===== src/common/dbs_pkg.sv =====
// Package with size codes, byte counts, reset values and states for the bus sizing unit.
// How it works
// - Both acknowledges negated: hold cycle, wait.
// - Narrow acknowledge only: 8-bit port, complete.
// - Wide acknowledge only: 16-bit port, complete.
// - Both acknowledges: complete as 16-bit port.
// - Start each cycle assuming a 16-bit port.
// - Byte 0 is the most significant byte.
// - Size code gives bytes still remaining.
// - Address 31-1 word base, bit 0 byte.
// - Odd byte to wide port uses low lane.
// - Reads ignore the duplicate or unused lane.
// - Second long-word byte cycle uses three-byte code.
// - Long word: two wide or four narrow cycles.
// - One aligned word per cycle, high word first.
// - Byte aligned anywhere; odd word is misaligned.
// - Misaligned request raises address error, no cycle.
// - Size codes: 01 byte, 10 word, 11 three, 00 long.
package dbs_pkg;
	// Size codes on the size outputs.
	localparam logic [1:0] SIZE_BYTE = 2'h1;
	localparam logic [1:0] SIZE_WORD = 2'h2;
	localparam logic [1:0] SIZE_THREE = 2'h3;
	localparam logic [1:0] SIZE_LONG = 2'h0;
	// Remaining-byte counts per operand size.
	localparam logic [2:0] COUNT_BYTE = 3'h1;
	localparam logic [2:0] COUNT_WORD = 3'h2;
	localparam logic [2:0] COUNT_LONG = 3'h4;
	// Reset values.
	localparam logic [31:0] RESET_ADDR = 32'h0000_0000;
	localparam logic [31:0] RESET_DATA = 32'h0000_0000;
	// Controller states.
	typedef enum logic [1:0] {
		ST_IDLE = 2'b00,
		ST_CYCLE = 2'b01,
		ST_DONE = 2'b10
	} state_e;
endpackage : dbs_pkg


===== src/hw/dbs_lane_mux.sv =====
// Byte-lane multiplexer that places write bytes and picks read bytes.
`timescale 1ns/1ns
module dbs_lane_mux (
	// Operand and cycle position.
	input wire logic [31:0] operand,
	input wire logic [2:0] remaining,
	input wire logic addr_bit0,
	// Bus side data.
	input wire logic [15:0] bus_in,
	input wire logic wide,
	// Lane results.
	output logic [15:0] bus_out,
	output logic [7:0] read_hi_byte,
	output logic [7:0] read_lo_byte,
	output logic take_two
);
	// Index of the leading byte still to move, counted from byte 0.
	logic [1:0] lead;
	logic [7:0] lead_byte;
	logic [7:0] next_byte;

	// Select the leading byte and its follower from the operand.
	always_comb begin
		lead = 2'(3'h4 - remaining);
		lead_byte = operand[8'(31 - 8 * lead) -: 8];
		next_byte = (lead == 2'h3) ? lead_byte : operand[8'(23 - 8 * lead) -: 8];
		// A lone byte is duplicated on both lanes; otherwise leading byte high.
		if (remaining == 3'h1 || remaining == 3'h3) begin
			bus_out = {lead_byte, lead_byte};
		end else begin
			bus_out = {lead_byte, next_byte};
		end
		// Odd single byte from a wide port arrives on the low lane.
		if (wide && addr_bit0) begin
			read_hi_byte = bus_in[7:0];
		end else begin
			read_hi_byte = bus_in[15:8];
		end
		read_lo_byte = bus_in[7:0];
		// Only an even wide cycle with two or four bytes left takes both lanes.
		take_two = wide && !addr_bit0 && (remaining == 3'h2 || remaining == 3'h4);
	end
endmodule : dbs_lane_mux


===== src/hw/dynamic_bus_sizing_unit.sv =====
// Bus master that splits byte, word and long-word operands over 8/16-bit ports.
`timescale 1ns/1ns
module dynamic_bus_sizing_unit (
	// Clock and reset.
	input wire logic sys_clk,
	input wire logic rst,
	// Operand request from the processor.
	input wire logic req_valid,
	input wire logic req_write,
	input wire logic [1:0] req_size,
	input wire logic [31:0] req_addr,
	input wire logic [31:0] req_wdata,
	output logic req_ready,
	output logic done,
	output logic [31:0] rdata,
	output logic addr_error,
	// External bus.
	output logic cycle_active,
	output logic bus_write,
	output logic [31:0] bus_addr,
	output logic size_code_hi,
	output logic size_code_lo,
	output logic [15:0] data_out,
	output logic data_oe,
	input wire logic [15:0] data_in,
	input wire logic ack_wide_port,
	input wire logic ack_narrow_port
);
	// Registered controller state.
	dbs_pkg::state_e state;
	dbs_pkg::state_e next_state;
	logic [31:0] addr;
	logic [31:0] next_addr;
	logic [31:0] operand;
	logic [31:0] next_operand;
	logic [2:0] remaining;
	logic [2:0] next_remaining;
	logic [2:0] total;
	logic [2:0] next_total;
	logic write;
	logic next_write;
	logic err;
	logic next_err;
	// Decoded helpers.
	logic any_ack;
	logic wide;
	logic [1:0] size_now;
	logic [2:0] moved;
	logic [2:0] req_count;
	logic [15:0] lane_out;
	logic [7:0] rd_hi;
	logic [7:0] rd_lo;
	logic take_two;

	// Acknowledge decode: any acknowledge ends the cycle; wide wins if both.
	assign any_ack = ack_wide_port | ack_narrow_port;
	assign wide = ack_wide_port;

	// The lane mux sees the current cycle and the port width just reported.
	dbs_lane_mux dbs_lane_mux_inst (
		.operand(operand),
		.remaining(remaining),
		.addr_bit0(addr[0]),
		.bus_in(data_in),
		.wide(wide),
		.bus_out(lane_out),
		.read_hi_byte(rd_hi),
		.read_lo_byte(rd_lo),
		.take_two(take_two)
	);

	// Size code is the count still to move, not what this cycle carries.
	always_comb begin
		case (remaining)
			3'h1: size_now = dbs_pkg::SIZE_BYTE;
			3'h2: size_now = dbs_pkg::SIZE_WORD;
			3'h3: size_now = dbs_pkg::SIZE_THREE;
			default: size_now = dbs_pkg::SIZE_LONG;
		endcase
	end

	// Count requested by the operand size.
	always_comb begin
		case (req_size)
			dbs_pkg::SIZE_BYTE: req_count = dbs_pkg::COUNT_BYTE;
			dbs_pkg::SIZE_WORD: req_count = dbs_pkg::COUNT_WORD;
			default: req_count = dbs_pkg::COUNT_LONG;
		endcase
	end

	// Bytes moved this cycle: two only from a wide port on an even word.
	assign moved = take_two ? 3'h2 : 3'h1;

	// Next-state logic for the operand sequencer.
	always_comb begin
		next_state = state;
		next_addr = addr;
		next_operand = operand;
		next_remaining = remaining;
		next_total = total;
		next_write = write;
		next_err = 1'b0;
		case (state)
			dbs_pkg::ST_IDLE: begin
				if (req_valid) begin
					// Odd word or long word never reaches the bus.
					if (req_count != dbs_pkg::COUNT_BYTE && req_addr[0]) begin
						next_err = 1'b1;
					end else begin
						next_state = dbs_pkg::ST_CYCLE;
						next_addr = req_addr;
						next_remaining = req_count;
						next_total = req_count;
						next_write = req_write;
						// Writes stay right-justified, because the lane mux finds byte 0
						// from the remaining count; shifting here would send zero bytes.
						next_operand = req_write ? req_wdata : dbs_pkg::RESET_DATA;
					end
				end
			end
			dbs_pkg::ST_CYCLE: begin
				// Without an acknowledge the cycle simply stays open.
				if (any_ack) begin
					if (!write) begin
						// Latch only the valid bytes, shifting them in at the bottom.
						if (take_two) begin
							next_operand = {operand[15:0], rd_hi, rd_lo};
						end else begin
							next_operand = {operand[23:0], rd_hi};
						end
					end
					next_remaining = remaining - moved;
					next_addr = addr + {29'h0, moved};
					if (remaining == moved) begin
						next_state = dbs_pkg::ST_DONE;
					end
				end
			end
			default: begin
				next_state = dbs_pkg::ST_IDLE;
			end
		endcase
	end

	// Register the sequencer state.
	always_ff @(posedge sys_clk or posedge rst) begin
		if (rst) begin
			state <= dbs_pkg::ST_IDLE;
			addr <= dbs_pkg::RESET_ADDR;
			operand <= dbs_pkg::RESET_DATA;
			remaining <= 3'h0;
			total <= 3'h0;
			write <= 1'b0;
			err <= 1'b0;
		end else begin
			state <= next_state;
			addr <= next_addr;
			operand <= next_operand;
			remaining <= next_remaining;
			total <= next_total;
			write <= next_write;
			err <= next_err;
		end
	end

	// Outputs; data bus is driven on every byte lane during writes.
	assign req_ready = (state == dbs_pkg::ST_IDLE);
	assign done = (state == dbs_pkg::ST_DONE);
	assign addr_error = err;
	assign cycle_active = (state == dbs_pkg::ST_CYCLE);
	assign bus_write = write;
	assign bus_addr = addr;
	assign size_code_hi = size_now[1];
	assign size_code_lo = size_now[0];
	assign data_out = lane_out;
	assign data_oe = cycle_active && write;

	// Read data right-justified; writes return zero.
	always_comb begin
		if (write) begin
			rdata = dbs_pkg::RESET_DATA;
		end else begin
			rdata = operand;
		end
	end
endmodule : dynamic_bus_sizing_unit


===== config.mk =====
export PLATFORM = sky130hd
export DESIGN_NAME = dynamic_bus_sizing_unit
export DESIGN_NICKNAME = d
export VERILOG_FILES = /design/src/common/dbs_pkg.sv /design/src/hw/dbs_lane_mux.sv /design/src/hw/dynamic_bus_sizing_unit.sv
export SDC_FILE = /design/constraint.sdc
export NUM_CORES = 1
export LEC_CHECK = 0
export BUFFER_PORTS_ARGS = -buffer_cell sky130_fd_sc_hd__buf_4
export CAP_MARGIN = 20
export CORE_ASPECT_RATIO = 1.4
export CORE_MARGIN = 5
export CORE_UTILIZATION = 56
export DETAILED_ROUTE_END_ITERATION = 7
export PLACE_DENSITY = 0.9
export SYNTH_ARGS = -nofsm -noshare
export SYNTH_HDL_FRONTEND = slang
export SYNTH_SLANG_ARGS = --single-unit

===== constraint.sdc =====
create_clock -name sys_clk -period 9.22 [get_ports sys_clk]
set_input_delay 2.766 -clock sys_clk [delete_from_list [all_inputs] [get_ports sys_clk]]
set_output_delay 2.766 -clock sys_clk [all_outputs]
set_load 0.01 [all_outputs]

==> results.yml <==
clocking:
  numCtsBuffers: 9
  root_buffer: "clkbuf_16"
  ctsResizeCount: 0
  clkTransAtPathRegs_ns: 0.05
  worstSkewPairLatency_ns: 0.34
  htree_levels: 3
  cts.path.max_buffers: 2
  cts_tree: "done"
  cts.sinks: 71
  cts_hold_repair.buffers: 0
  cts_setup_buffers: 0
final_layout:
  diodes: 0
  stdcell_count: 864
  area_growth_pct: 29.4
  final_common_cell: "buf_4"
  layout.nets: 850
  drive_above_1_share: 0.361
  layout_common_cells: "buf_4, dfrtp_1, nand2_1, nor2_1, a21oi_1"
routing:
  viasPerCell: 6.46
  drc: 0
  finalWirelength_um: 17400
  routedWlPerCell_um: 20.2
  drt_first_pass_iters: 5
  detail-route-antenna-nets: 0
  dr_total_vias: 5579
  drt_iter0_markers: 338
yosys:
  synthSimpleGateAreaFrac: 0.240
  synthCells: 604
  synth-edff-count: 0
  synth_ff_type: "dfrtp_1"
  syn_area_mm2: 0.00527
  ys_ff_latch: 71
  synthArstFlopShare: 1.00
  syn_area_per_cell_um2: 8.73
  ys_seq_area_frac: 0.337
  synthAdderAreaFrac: 0.0261
  yosysUniqueCellTypes: 71
  synth-xor-area-share: 0.00332
  synth_compound_area_frac: 0.192
  synthMuxAreaShare: 0.153
  yosys_warnings: 0
  synth_top_family_by_area: "simple AND/OR/NAND/NOR gates"
  syn-num-nets: 703
outcome:
  outcome: "complete, no violations"
die:
  pin_count: 176
  rows: 42
  coreArea_mm2: 0.00935
  die_w_um: 92.0
  die_h_um: 125
  dieArea_mm2: 0.0115
  initial_core_util: 0.563
worst_setup_path:
  endpoint_kind: "output port"
  crit_path_start_kind: "flip-flop"
  r2r_cells: 10
  crit_arrival_ns: 3.79
  crit_path_max_fanout: 23
  worstSetupPathType: "flip-flop to output port"
  worstPathRequired_ns: 6.45
global_route:
  first_global_vias: 5672
  grt_use_total: 0.302
  antenna_found_initial: 0
  grt_max_degree: 72
  grt_first_pass_wirelength_um: 28200
  grt-ovfl-total: 0
timing:
  finalClockSkew_ns: 0.00613
  setup_viol: 0
  finalCritPeriodShare: 0.711
  rsz0062_at_grt: "no"
  fmaxAchievable_mhz: 152
  slew_violations: 0
  tightest_slew_ns: 1.08
  tns_ns: 0
  fin_crit_ns: 6.56
  slew_headroom: 0.277
  finalHoldViolations: 0
placed_design:
  dpl.hpwl_um: 12500
  port-buffer-count: 175
  place_congestion: 0.971
  place_inst: 850
power:
  peakVddDrop_mv: 0.187
  power_density_mw_per_mm2: 416
  leakagePower_nw: 2.97
hold_path:
  min_path_cells: 1
  hold_path.class: "flip-flop to flip-flop"
run:
  maxCapViolations: 0
## where the power goes
part | switching, mW | internal [mW] | total (mW)
Clock | 0.127 | 0.178 | 0.305
Combinational | 0.907 | 0.905 | 1.81
Sequential | 0.256 | 0.468 | 0.724
## registers in the layout, summed over array words and instances (netlist names)
register    flops
addr_error      1
bus_addr       32
bus_write       1
operand        32
remaining       3
state           2
## routing by layer
layer  global-route usage  vias up  wire length, um
met1                0.354     2634             6180
li1                     -     2520                -
met5                    0        -                0
met4                0.132        0              605
met2                0.518      371             8850
met3               0.0743       54             1790
## Yosys cell counts (all sizes together) (2+ instances only)
cell type,count,share of area
o22a,4,0.0066
nor2,59,0.044
a31oi,28,0.033
nor4,6,0.011
clkbuf,25,0.020
or3,3,0.0036
and3,6,0.0074
a221o,2,0.0038
nand4,9,0.011
mux4,14,0.060
and2,7,0.0085
nor3,11,0.010
o21ai,22,0.022
a211oi,4,0.0057
ha,11,0.026
nor2b,36,0.043
mux2,40,0.085
nand2,63,0.045
or2,2,0.0024
o22ai,11,0.013
a21oi,44,0.042
buf,20,0.019
xnor2,2,0.0033
nand3,42,0.044
a22oi,11,0.018
a31o,2,0.0033
o221a,3,0.0064
dfrtp,71,0.34
a2bb2oi,4,0.0066
o311ai,3,0.0050
a311oi,2,0.0033
mux2i,4,0.0076
inv,13,0.0093
## final timing paths
path,startpoint,to,slack [ns]
min in group asynchronous,rst,bus_addr[9]$_DFFE_PP0P_,2.70
max reg2reg,remaining[0]$_DFFE_PP0P_,bus_addr[19]$_DFFE_PP0P_,4.99
max in group asynchronous,rst,bus_addr[14]$_DFFE_PP0P_,5.89
max,remaining[0]$_DFFE_PP0P_,data_out[2],2.66
min reg2reg,state[1]$_DFFE_PP0P_,state[0]$_DFFE_PP0P_,0.55
min,state[1]$_DFFE_PP0P_,state[0]$_DFFE_PP0P_,0.55
## kinds of logic (layout without fill, tap and decap cells)
| group | after synthesis | count (layout) |
|---|---|---|
| mux | 58 | 58 |
| buf+inv | 58 | 208 |
| flops | 71 | 71 |
| simple gates | 250 | 250 |
| compound gates | 154 | 154 |
| xor+xnor | 2 | 2 |
| fa+ha+maj | 11 | 11 |
## stage by stage
stage	util	setup WS (ns)	power [mW]	hold WS (ns)	cell area, um^2
finish	0.729	2.66	2.84	0.554	6820
global route	0.729	2.43	3.04	0.575	6820
CTS	0.729	2.63	2.84	0.550	6820
detailed placement	0.703	2.99	2.52	0.545	6570
global placement	0.701	3.20	2.43	0.523	6550
floorplan	-	4.34	1.82	0.498	5270
## critical path, cell delays in order, from the launching register on
cell	delay (ns)
dfrtp_1	1.02
inv_1	0.36
ha_1	1.02
mux4_2	0.61
mux2_2	0.29
buf_4	0.15
## area by class of cell
cell class | instances | area [um^2]
multi-input cells | 475 | 3240
fillers | 699 | 2530
flip-flops and latches | 71 | 1780
repair buffers | 181 | 1370
clock buffers | 12 | 236
well taps | 110 | 138
inverters | 13 | 48.8
clock inverters | 2 | 10.0
Note: power is estimated with default switching activity, not from simulation.
